$ cat src/hw/mfr_pkg.sv
/*
  constants for the modem buffer, interrupt and status register bank:
  register offsets, values after reset and interrupt flag positions.
  assumes a 7-bit register address space with 8-bit registers.
*/
package mfr_pkg;

  localparam int ADDR_W = 7;
  localparam int DATA_W = 8;
  localparam int FLAG_N = 8;

  // register offsets
  localparam logic [6:0] OFS_HOST_BUFFER_POINTER = 7'h0D;
  localparam logic [6:0] OFS_TX_BUFFER_BASE = 7'h0E;
  localparam logic [6:0] OFS_RX_BUFFER_BASE = 7'h0F;
  localparam logic [6:0] OFS_LAST_PACKET_START = 7'h10;
  localparam logic [6:0] OFS_INTERRUPT_MASK = 7'h11;
  localparam logic [6:0] OFS_INTERRUPT_FLAGS = 7'h12;
  localparam logic [6:0] OFS_RX_PAYLOAD_LENGTH = 7'h13;
  localparam logic [6:0] OFS_HEADER_COUNT_HIGH = 7'h14;
  localparam logic [6:0] OFS_HEADER_COUNT_LOW = 7'h15;
  localparam logic [6:0] OFS_PACKET_COUNT_HIGH = 7'h16;
  localparam logic [6:0] OFS_PACKET_COUNT_LOW = 7'h17;
  localparam logic [6:0] OFS_MODEM_STATE = 7'h18;
  localparam logic [6:0] OFS_PACKET_SNR = 7'h19;

  // values after reset
  localparam logic [7:0] RST_HOST_BUFFER_POINTER = 8'h00;
  localparam logic [7:0] RST_TX_BUFFER_BASE = 8'h80;
  localparam logic [7:0] RST_RX_BUFFER_BASE = 8'h00;
  localparam logic [7:0] RST_INTERRUPT_MASK = 8'h00;
  localparam logic [7:0] RST_INTERRUPT_FLAGS = 8'h00;
  localparam logic [7:0] RST_CAPTURED = 8'h00;
  localparam logic [2:0] RST_CODE_RATE = 3'h0;
  localparam logic [15:0] RST_COUNT = 16'h0000;
  localparam logic [7:0] READ_UNMAPPED = 8'h00;

  // interrupt flag bit positions
  localparam int BIT_RECEIVE_TIMEOUT = 7;
  localparam int BIT_RECEIVE_COMPLETE = 6;
  localparam int BIT_PAYLOAD_CHECK_FAILURE = 5;
  localparam int BIT_HEADER_ACCEPTED = 4;
  localparam int BIT_TRANSMIT_COMPLETE = 3;
  localparam int BIT_ACTIVITY_SCAN_COMPLETE = 2;
  localparam int BIT_HOP_CHANNEL_CHANGE = 1;
  localparam int BIT_ACTIVITY_FOUND = 0;

  // modem state byte layout
  localparam int CODE_RATE_LSB = 5;
  localparam int CODE_RATE_W = 3;
  localparam int STATUS_W = 5;

  // operating modes seen by this bank
  typedef enum logic [1:0] {
    MFR_MODE_SLEEP,
    MFR_MODE_IDLE,
    MFR_MODE_RECEIVE
  } mfr_mode_t;

endpackage

$ cat src/hw/mfr_regs.sv
/*
  register bank of the modem: buffer bases and host pointer, interrupt
  mask and write-one-to-clear flags, received packet report, header and
  packet counters, modem state and packet noise ratio.
  assumes a simple register port already decoded from the serial link
  (one-cycle write and read strobes) and event pulses from the modem.
*/
`timescale 1ns/1ps
module mfr_regs (
  input wire logic clock,
  input wire logic rst,
  // register port
  input wire logic [6:0] reg_addr,
  input wire logic [7:0] reg_wdata,
  input wire logic reg_write,
  input wire logic reg_read,
  output logic [7:0] reg_rdata,
  output logic reg_rvalid,
  // modem side
  input wire logic [1:0] op_mode,
  input wire logic receive_timeout_event,
  input wire logic receive_complete_event,
  input wire logic payload_check_failure_event,
  input wire logic header_accepted_event,
  input wire logic transmit_complete_event,
  input wire logic activity_scan_complete_event,
  input wire logic hop_channel_change_event,
  input wire logic activity_found_event,
  input wire logic [2:0] header_code_rate,
  input wire logic [7:0] packet_start,
  input wire logic [7:0] packet_length,
  input wire logic [7:0] packet_snr_estimate,
  input wire logic [4:0] modem_state_bits,
  input wire logic buffer_access_step,
  // configuration and signalling toward the modem
  output logic [7:0] tx_buffer_base,
  output logic [7:0] rx_buffer_base,
  output logic [7:0] host_buffer_pointer,
  output logic [7:0] interrupt_signal
);

  logic [7:0] interrupt_mask;
  logic [7:0] interrupt_flags;
  logic [7:0] next_interrupt_flags;
  logic [7:0] event_vector;
  logic [7:0] clear_vector;
  logic [7:0] last_packet_start;
  logic [7:0] rx_payload_length;
  logic [7:0] packet_noise_ratio;
  logic [2:0] received_code_rate;
  logic [15:0] header_count;
  logic [15:0] packet_count;
  logic [7:0] next_rdata;
  logic in_sleep;
  logic in_receive;
  logic was_receive;
  logic counter_clear;
  logic packet_valid;

  // write strobes, one per writable register
  logic wr_pointer;
  logic wr_tx_base;
  logic wr_rx_base;
  logic wr_mask;
  logic wr_flags;

  always_comb begin
    wr_pointer = 1'b0;
    wr_tx_base = 1'b0;
    wr_rx_base = 1'b0;
    wr_mask = 1'b0;
    wr_flags = 1'b0;
    if (reg_write && reg_addr == mfr_pkg::OFS_HOST_BUFFER_POINTER) begin
      wr_pointer = 1'b1;
    end else if (reg_write && reg_addr == mfr_pkg::OFS_TX_BUFFER_BASE) begin
      wr_tx_base = 1'b1;
    end else if (reg_write && reg_addr == mfr_pkg::OFS_RX_BUFFER_BASE) begin
      wr_rx_base = 1'b1;
    end else if (reg_write && reg_addr == mfr_pkg::OFS_INTERRUPT_MASK) begin
      wr_mask = 1'b1;
    end else if (reg_write && reg_addr == mfr_pkg::OFS_INTERRUPT_FLAGS) begin
      wr_flags = 1'b1;
    end
  end

  // host buffer pointer; a host write beats the step from a buffer access
  always_ff @(posedge clock) begin
    if (rst) begin
      host_buffer_pointer <= mfr_pkg::RST_HOST_BUFFER_POINTER;
    end else if (wr_pointer) begin
      host_buffer_pointer <= reg_wdata;
    end else if (buffer_access_step) begin
      host_buffer_pointer <= host_buffer_pointer + 8'h01;
    end
  end

  always_ff @(posedge clock) begin
    if (rst) begin
      tx_buffer_base <= mfr_pkg::RST_TX_BUFFER_BASE;
    end else if (wr_tx_base) begin
      tx_buffer_base <= reg_wdata;
    end
  end

  always_ff @(posedge clock) begin
    if (rst) begin
      rx_buffer_base <= mfr_pkg::RST_RX_BUFFER_BASE;
    end else if (wr_rx_base) begin
      rx_buffer_base <= reg_wdata;
    end
  end

  always_ff @(posedge clock) begin
    if (rst) begin
      interrupt_mask <= mfr_pkg::RST_INTERRUPT_MASK;
    end else if (wr_mask) begin
      interrupt_mask <= reg_wdata;
    end
  end

  // flag layout gathered into one vector
  always_comb begin
    event_vector = 8'h00;
    event_vector[mfr_pkg::BIT_RECEIVE_TIMEOUT] = receive_timeout_event;
    event_vector[mfr_pkg::BIT_RECEIVE_COMPLETE] = receive_complete_event;
    event_vector[mfr_pkg::BIT_PAYLOAD_CHECK_FAILURE] = payload_check_failure_event;
    event_vector[mfr_pkg::BIT_HEADER_ACCEPTED] = header_accepted_event;
    event_vector[mfr_pkg::BIT_TRANSMIT_COMPLETE] = transmit_complete_event;
    event_vector[mfr_pkg::BIT_ACTIVITY_SCAN_COMPLETE] = activity_scan_complete_event;
    event_vector[mfr_pkg::BIT_HOP_CHANNEL_CHANGE] = hop_channel_change_event;
    event_vector[mfr_pkg::BIT_ACTIVITY_FOUND] = activity_found_event;
  end

  // only ones written clear; zeros leave the flag alone
  assign clear_vector = wr_flags ? reg_wdata : 8'h00;

  // per flag: an event in the clearing cycle survives, so no event is lost
  genvar gi;
  generate
    for (gi = 0; gi < mfr_pkg::FLAG_N; gi = gi + 1) begin : g_flag
      always_comb begin
        next_interrupt_flags[gi] = (interrupt_flags[gi] & ~clear_vector[gi])
          | event_vector[gi];
      end
      // mask bit only hides the signal; the flag itself still records
      assign interrupt_signal[gi] = interrupt_flags[gi] & ~interrupt_mask[gi];
    end
  endgenerate

  always_ff @(posedge clock) begin
    if (rst) begin
      interrupt_flags <= mfr_pkg::RST_INTERRUPT_FLAGS;
    end else begin
      interrupt_flags <= next_interrupt_flags;
    end
  end

  // packet report captured when reception completes
  always_ff @(posedge clock) begin
    if (rst) begin
      last_packet_start <= mfr_pkg::RST_CAPTURED;
      rx_payload_length <= mfr_pkg::RST_CAPTURED;
      packet_noise_ratio <= mfr_pkg::RST_CAPTURED;
    end else if (receive_complete_event) begin
      last_packet_start <= packet_start;
      rx_payload_length <= packet_length;
      packet_noise_ratio <= packet_snr_estimate;
    end
  end

  always_ff @(posedge clock) begin
    if (rst) begin
      received_code_rate <= mfr_pkg::RST_CODE_RATE;
    end else if (header_accepted_event) begin
      received_code_rate <= header_code_rate;
    end
  end

  // counters restart on sleep and on each fresh entry into receive
  assign in_sleep = op_mode == mfr_pkg::MFR_MODE_SLEEP;
  assign in_receive = op_mode == mfr_pkg::MFR_MODE_RECEIVE;

  always_ff @(posedge clock) begin
    if (rst) begin
      was_receive <= 1'b0;
    end else begin
      was_receive <= in_receive;
    end
  end

  assign counter_clear = in_sleep || (in_receive && !was_receive);
  // a packet with a failed payload check is not a valid packet
  assign packet_valid = receive_complete_event && !payload_check_failure_event;

  mfr_count16 u_header_count (
    .clock(clock),
    .rst(rst),
    .clear(counter_clear),
    .inc(header_accepted_event),
    .count(header_count)
  );

  mfr_count16 u_packet_count (
    .clock(clock),
    .rst(rst),
    .clear(counter_clear),
    .inc(packet_valid),
    .count(packet_count)
  );

  // read decode; bytes of a counter are sampled live, not latched as a pair
  always_comb begin
    if (reg_addr == mfr_pkg::OFS_HOST_BUFFER_POINTER) begin
      next_rdata = host_buffer_pointer;
    end else if (reg_addr == mfr_pkg::OFS_TX_BUFFER_BASE) begin
      next_rdata = tx_buffer_base;
    end else if (reg_addr == mfr_pkg::OFS_RX_BUFFER_BASE) begin
      next_rdata = rx_buffer_base;
    end else if (reg_addr == mfr_pkg::OFS_LAST_PACKET_START) begin
      next_rdata = last_packet_start;
    end else if (reg_addr == mfr_pkg::OFS_INTERRUPT_MASK) begin
      next_rdata = interrupt_mask;
    end else if (reg_addr == mfr_pkg::OFS_INTERRUPT_FLAGS) begin
      next_rdata = interrupt_flags;
    end else if (reg_addr == mfr_pkg::OFS_RX_PAYLOAD_LENGTH) begin
      next_rdata = rx_payload_length;
    end else if (reg_addr == mfr_pkg::OFS_HEADER_COUNT_HIGH) begin
      next_rdata = header_count[15:8];
    end else if (reg_addr == mfr_pkg::OFS_HEADER_COUNT_LOW) begin
      next_rdata = header_count[7:0];
    end else if (reg_addr == mfr_pkg::OFS_PACKET_COUNT_HIGH) begin
      next_rdata = packet_count[15:8];
    end else if (reg_addr == mfr_pkg::OFS_PACKET_COUNT_LOW) begin
      next_rdata = packet_count[7:0];
    end else if (reg_addr == mfr_pkg::OFS_MODEM_STATE) begin
      next_rdata = {received_code_rate, modem_state_bits};
    end else if (reg_addr == mfr_pkg::OFS_PACKET_SNR) begin
      next_rdata = packet_noise_ratio;
    end else begin
      next_rdata = mfr_pkg::READ_UNMAPPED;
    end
  end

  // read data held until the next read
  always_ff @(posedge clock) begin
    if (rst) begin
      reg_rdata <= mfr_pkg::READ_UNMAPPED;
    end else if (reg_read) begin
      reg_rdata <= next_rdata;
    end
  end

  always_ff @(posedge clock) begin
    if (rst) begin
      reg_rvalid <= 1'b0;
    end else begin
      reg_rvalid <= reg_read;
    end
  end

endmodule

$ cat src/hw/mfr_count16.sv
/*
  16-bit event counter with a clear that beats the increment.
  assumes inc and clear are levels synchronous to clock; clear may stay high for many cycles.
*/
`timescale 1ns/1ps
module mfr_count16 (
  input wire logic clock,
  input wire logic rst,
  input wire logic clear,
  input wire logic inc,
  output logic [15:0] count
);

  // wraps at full scale; software reads two bytes and sees a modulo count
  always_ff @(posedge clock) begin
    if (rst || clear) begin
      count <= mfr_pkg::RST_COUNT;
    end else if (inc) begin
      count <= count + 16'h0001;
    end
  end

endmodule

$ cat config.mk
export PLATFORM = sky130hd
export DESIGN_NAME = mfr_regs
export DESIGN_NICKNAME = d
export VERILOG_FILES = /design/src/hw/mfr_pkg.sv /design/src/hw/mfr_regs.sv /design/src/hw/mfr_count16.sv
export SDC_FILE = /design/constraint.sdc
export NUM_CORES = 1
export LEC_CHECK = 0
export BUFFER_PORTS_ARGS = -buffer_cell sky130_fd_sc_hd__buf_2
export CAP_MARGIN = 20
export CORE_MARGIN = 1
export CORE_UTILIZATION = 45
export CTS_BUF_LIST = sky130_fd_sc_hd__clkbuf_4 sky130_fd_sc_hd__clkbuf_8 sky130_fd_sc_hd__clkbuf_16
export DETAILED_ROUTE_END_ITERATION = 12
export PLACE_DENSITY = 0.69
export SETUP_SLACK_MARGIN = 0.4
export SLEW_MARGIN = 20
export SYNTH_ARGS = -nofsm -noshare
export SYNTH_HDL_FRONTEND = slang
export SYNTH_HIERARCHICAL = 1
export SYNTH_SLANG_ARGS = --single-unit
$ cat constraint.sdc
create_clock -name clock -period 3.4 [get_ports clock]
set_input_delay 0.34 -clock clock [delete_from_list [all_inputs] [get_ports clock]]
set_output_delay 0.34 -clock clock [all_outputs]
set_load 0.01 [all_outputs]
# Word level (Yosys, flattened, before mapping)
# Cells that the tools add are included.
# W data, S select, Z words.
word_totals:
  regBits: 109
  input_bits: 62
  wordCells: 115
  output_inout_bits: 41
op_classes:
  n_bitwise: 40
  n_eq_ne: 14
  mux: 31
  n_reduce_logical: 13
  add_sub_neg: 3
ops:
  columns: ["operator", "count"]
  rows:
  - ["$mux W8", 16]
  - ["$eq A7 B5 Y1 const B", 10]
  - ["$add A16 B1 Y16 const B", 2]
  - ["$eq A7 B4 Y1 const B", 3]
  - ["$and A1 B1 Y1", 16]
  - ["$not A1 Y1", 16]
  - ["$mux W1", 15]
  - ["$add A8 B1 Y8 const B", 1]
  - ["$or A1 B1 Y1", 8]
  - ["$logic_and A1 B1 Y1", 7]
  - ["$eq A2 B2 Y1 const B", 1]
  - ["$logic_not A1 Y1", 2]
  - ["$logic_not A2 Y1", 1]
  - ["$logic_or A1 B1 Y1", 2]
  - ["$reduce_bool A2 Y1", 1]

# Depth between registers and ports, before layout
logic_depth:
  depth_word: 14
  ltp_mapped: 8
  ltp_nobuf: 5

# By module
# Netlist, hierarchy kept.
by_module_without_submodules:
  columns: ["mod", "cells_per_inst", "instances", "area_each_um2"]
  rows:
  - ["mfr_regs", 475, 1, 4102.7]
  - ["mfr_count16", 81, 2, 716.9]

# Least setup slack after synthesis
# Ideal clock, no wire load.
synth_path:
  kind: "input to register"
  start: "input port receive_complete_event"
  end: "register u_packet_count.count[10]"
  required_time_ps: 3326
  cell_stages: 8
  slack_ps: 869
  arrival_time_ps: 2456
  n_path_buf: 3
  setup_ps: 74
  path_cell_list: "clkbuf_1 > buf_1 > nor2b_1 > and4_1 > buf_6 > nand3_4 > or4_1 > o21ai_0"
synth_via:
  elab_chain_cells: 1
synth_lines:
  columns: ["element", "line_no", "text"]
  rows:
  - ["start: declaration", "mfr_regs.sv:22", "input wire logic receive_complete_event,"]
  - ["$logic_and A1 B1 Y1", "mfr_regs.sv:193", "assign packet_valid = receive_complete_event && !payload_check_failure_event;"]
  - ["net packet_valid", "mfr_regs.sv:58", "logic packet_valid;"]
  - ["end signal: assignment", "mfr_count16.sv:17", "count <= mfr_pkg::RST_COUNT;"]
  - ["end signal: assignment", "mfr_count16.sv:19", "count <= count + 16'h0001;"]
  - ["end: declaration", "mfr_count16.sv:11", "output logic [15:0] count"]
# The timed path passes the listed nets, and every way through them passes these cells.
# A chain may end at the register's enable or synchronous reset.

# Final worst setup path
layout_path:
  start: "input port reg_addr[0]"
  end: "register host_buffer_pointer[0]"
layout_via:
  elab_chain_cells: 4
  elab_cells_between_ends: 5
  classes_between: "eq/ne (1); mux (2); reduce/logical (2)"
layout_lines:
  columns: ["element", "line_no", "text"]
  rows:
  - ["start: declaration", "mfr_regs.sv:13", "input wire logic [6:0] reg_addr,"]
  - ["$eq A7 B4 Y1 (*)", "mfr_regs.sv:73", "if (reg_write && reg_addr == mfr_pkg::OFS_HOST_BUFFER_POINTER) begin"]
  - ["$logic_and A1 B1 Y1 (*)", "mfr_regs.sv:73", null]
  - ["$mux W1 (*)", "mfr_regs.sv:73", null]
  - ["$mux W8 or $reduce_bool A2 Y1 (tied branches)", null, null]
  - ["end signal: assignment", "mfr_regs.sv:89", "host_buffer_pointer <= mfr_pkg::RST_HOST_BUFFER_POINTER;"]
  - ["end signal: assignment", "mfr_regs.sv:91", "host_buffer_pointer <= reg_wdata;"]
  - ["end signal: assignment", "mfr_regs.sv:93", "host_buffer_pointer <= host_buffer_pointer + 8'h01;"]
  - ["end: declaration", "mfr_regs.sv:38", "output logic [7:0] host_buffer_pointer,"]
# Every way passes the cells marked *; elsewhere a longest branch is shown, timed or not.

==> flow_metrics.env <==
export IMPL_num_vias=5103
export IMPL_syn2layout_area_growth_pct=15.2
export IMPL_drtPass1Iterations=8
export IMPL_drive_gt1_share_pct=20.1
export IMPL_clock_sinks=109
export IMPL_yosys_top_cells_count="118 x nor2_1, 109 x dfxtp_1, 65 x mux2i_1"
export IMPL_start_kind="primary input"
export IMPL_cpLargestDelayFamily="simple AND/OR/NAND/NOR gates"
export IMPL_min_delay_path_class="in2reg"
export IMPL_post_route_period_util_pct=67.3
export IMPL_die_x_um=113
export IMPL_hold_buffers=0
export IMPL_clock_skew_ns=0.00592
export IMPL_grt_usage_pct=25.5
export IMPL_grt_first_pass_wirelength_um=25300
export IMPL_h_tree_depth=3
export IMPL_drc_errors=0
export IMPL_yosys_area_top_type_share_pct=39.4
export IMPL_power_share_switching_pct=25.2
export IMPL_ys_seq_elements=109
export IMPL_synth_edf_count=0
export IMPL_crit_fanout=44
export IMPL_fillCellCount=1166
export IMPL_drt_iter0_drc=518
export IMPL_route_final_wire_length_um=15900
export IMPL_worst_r2r_endpoint="u_packet_count/count[14]"
export IMPL_hpwl_um=11700
export IMPL_ios=103
export IMPL_max_cap_viol_count=0
export IMPL_synth_fp_nets=702
export IMPL_synth_area_leader_cell="dfxtp_1"
export IMPL_hold_path_cell_count=2
export IMPL_cts_reportedPaths_clkPinSlew_ns=0.07
export IMPL_p_leak_nw=2.66
export IMPL_hold_ws_ns=0.159
export IMPL_wl_per_cell_um=18.3
export IMPL_fmax_ghz=0.437
export IMPL_ir_drop_uv=209
export IMPL_cts_buffer_depth=2
export IMPL_post_cts_resized=0
export IMPL_worstPathArrival_ns=2.54
export IMPL_worstPathCellList="buf_2 -> nor2b_1 -> nand3_1 -> a211oi_1"
export IMPL_synth_cells=637
export IMPL_n_antenna_cell=0
export IMPL_dieArea_um2=12800
export IMPL_setup_viol=0
export IMPL_coreArea_um2=12000
export IMPL_die_h_um=113
export IMPL_cp_end_kind="flip-flop"
export IMPL_initial_core_util_pct=46.1
export IMPL_rr_startpoint="u_packet_count/count[2]"
export IMPL_finalHoldViolCount=0
export IMPL_crit_slowest_cell="buf_2"
export IMPL_io_buffers=102
export IMPL_nNetsFinal=780
export IMPL_final_max_slew_viol_count=0
export IMPL_path_buf_inv=1
export IMPL_cp_depth=4
export IMPL_critical_path_startpoint="reg_addr[0]"
export IMPL_fin_tns_setup_ns=0
export IMPL_yosysWarnings=6
export IMPL_seq_area_frac_synth_pct=39.4
export IMPL_grt_max_degree=45
export IMPL_cpPeakStageDelay_ns=0.71
export IMPL_clockPowerShare_pct=39.5
export IMPL_switchingPower_mw=0.680
export IMPL_async_reset_ff_share_pct=0
export IMPL_rows=40
export IMPL_synth_area_per_cell_um2=8.69
export IMPL_cts_setup_buffers=0
export IMPL_synth_most_common_cell="nor2_1"
export IMPL_reg2reg_slack_ns=1.72
export IMPL_ys_types=68
export IMPL_cts_tree="done"
export IMPL_cts_root_buf="clkbuf_16"
export IMPL_required_ns=3.66
export IMPL_cts_inserted_buffers=9
export IMPL_syn_area_um2=5540
export IMPL_fin_crit_ns=2.29
export IMPL_vias_per_cell=5.89
export IMPL_netlist_top_cells_area="dfxtp_1 39%, mux2i_1 12%, nor2_1 8.0%"
export IMPL_comb_power_share_pct=10.7
export IMPL_relSlewSlack_pct=36.6
export IMPL_power_density_nw_per_um2=423
export IMPL_final_antenna_net_count=0
export IMPL_antenna_found_initial=0
export IMPL_internal_power_mw=2.02
export IMPL_ff2ff_path_depth=4
export IMPL_rsz0062_at_grt="no"
export IMPL_worst_setup_path_type="in2reg"
export IMPL_outcome="completed"
export IMPL_synth_flop_cell="dfxtp_1"
export IMPL_globalRouteOverflowTotal=0
export IMPL_seq_power_share_pct=49.8
export IMPL_clk_latency_ns=0.35
export IMPL_place_ws_ns=0.770
export IMPL_hold_path_end="was_receive"
export IMPL_hold_path_startpoint="op_mode[0]"
export IMPL_grt_pass1_vias=4785
export IMPL_max_slew_worst_pin_slew_ns=0.951
export IMPL_setup_ws_ns=1.11
export IMPL_gp_congestion=0.948
[worst max path at each step]
stage / slack (ns) / end
2_1_floorplan: 0.87 / u_packet_count/count[10]
3_3_place_gp: 0.87 / tx_buffer_base[7]
3_5_place_dp: 0.77 / host_buffer_pointer[0]
4_1_cts: 1.15 / host_buffer_pointer[0]
5_1_grt: 0.94 / host_buffer_pointer[4]
6_report: 1.11 / host_buffer_pointer[0]
[cell usage in the layout, fill, tap and decap left out, drive strengths merged, types with 6 or more instances in the layout]
master and instances:
dfxtp 109, a21oi 37, nor3 9, buf 106, clkbuf 10, a22oi 6, o32ai 7, o22ai 12
nor2b 11, and3 6, xor2 22, mux2 6, nand2 42, mux2i 65, nand4 12, and4 7
xnor2 7, a211oi 15, inv 9, o21ai 17, nor2 119, nand3 15
[per-stage QoR]
stage	area [um^2]	std cells	util, %	power, mW
2_1_floorplan	5540	637	-	1.54
3_3_place_gp	6080	851	50.6	1.65
3_5_place_dp	6080	851	50.6	1.66
4_1_cts	6380	867	53.1	2.72
5_1_grt	6380	867	53.1	2.80
6_report	6380	867	53.1	2.70
[metal layers]
layer | up-vias | track usage, % | share of wire (%)
met5 | - | 0 | 0
met3 | 22 | 4.87 | 5.8
li1 | 2450 | - | -
met2 | 198 | 42.4 | 48
met4 | 0 | 9.04 | 2.2
met1 | 2433 | 33.2 | 44
[power groups by stage]
| stage | Clock (mW) | Sequential, mW | Combinational (mW) |
|---|---|---|---|
| floorplan | 0 | 1.36 | 0.177 |
| global placement | 0 | 1.37 | 0.279 |
| detailed placement | 0 | 1.37 | 0.285 |
| CTS | 1.09 | 1.34 | 0.286 |
| global route | 1.14 | 1.35 | 0.315 |
| finish | 1.06 | 1.34 | 0.289 |
[final cells by class]
class / instances / area (um^2) / share of cell area, %
Multi-Input combinational cell: 481 / 3140 / 49.3
Sequential cell: 109 / 2180 / 34.2
Timing Repair Buffer: 106 / 541 / 8.47
Clock buffer: 10 / 239 / 3.75
Tap cell: 147 / 184 / 2.88
Clock inverter: 6 / 61.3 / 0.961
Inverter: 8 / 30.0 / 0.471
[logic make-up after synthesis]
logic type                 after synthesis  synth area share [%]
and+or+nand+nor                        252                  23.1
AOI/OAI and AO/OA                      125                  15.1
DFF                                    109                  39.4
muxes                                   72                  13.4
buffers and inverters                   47                  3.84
xor gates and xnor gates                29                  4.59
adders and majority gates                3                 0.678
[registers in the layout (all words and copies together), names as in the netlist]
register / cells
u_header_count/count: 16
u_packet_count/count: 16
host_buffer_pointer: 8
interrupt_flags: 8
interrupt_mask: 8
last_packet_start: 8
packet_noise_ratio: 8
reg_rdata: 8
rx_buffer_base: 8
rx_payload_length: 8
tx_buffer_base: 8
received_code_rate: 3
reg_rvalid: 1
was_receive: 1
No activity file was read; power rests on OpenSTA's default activity.
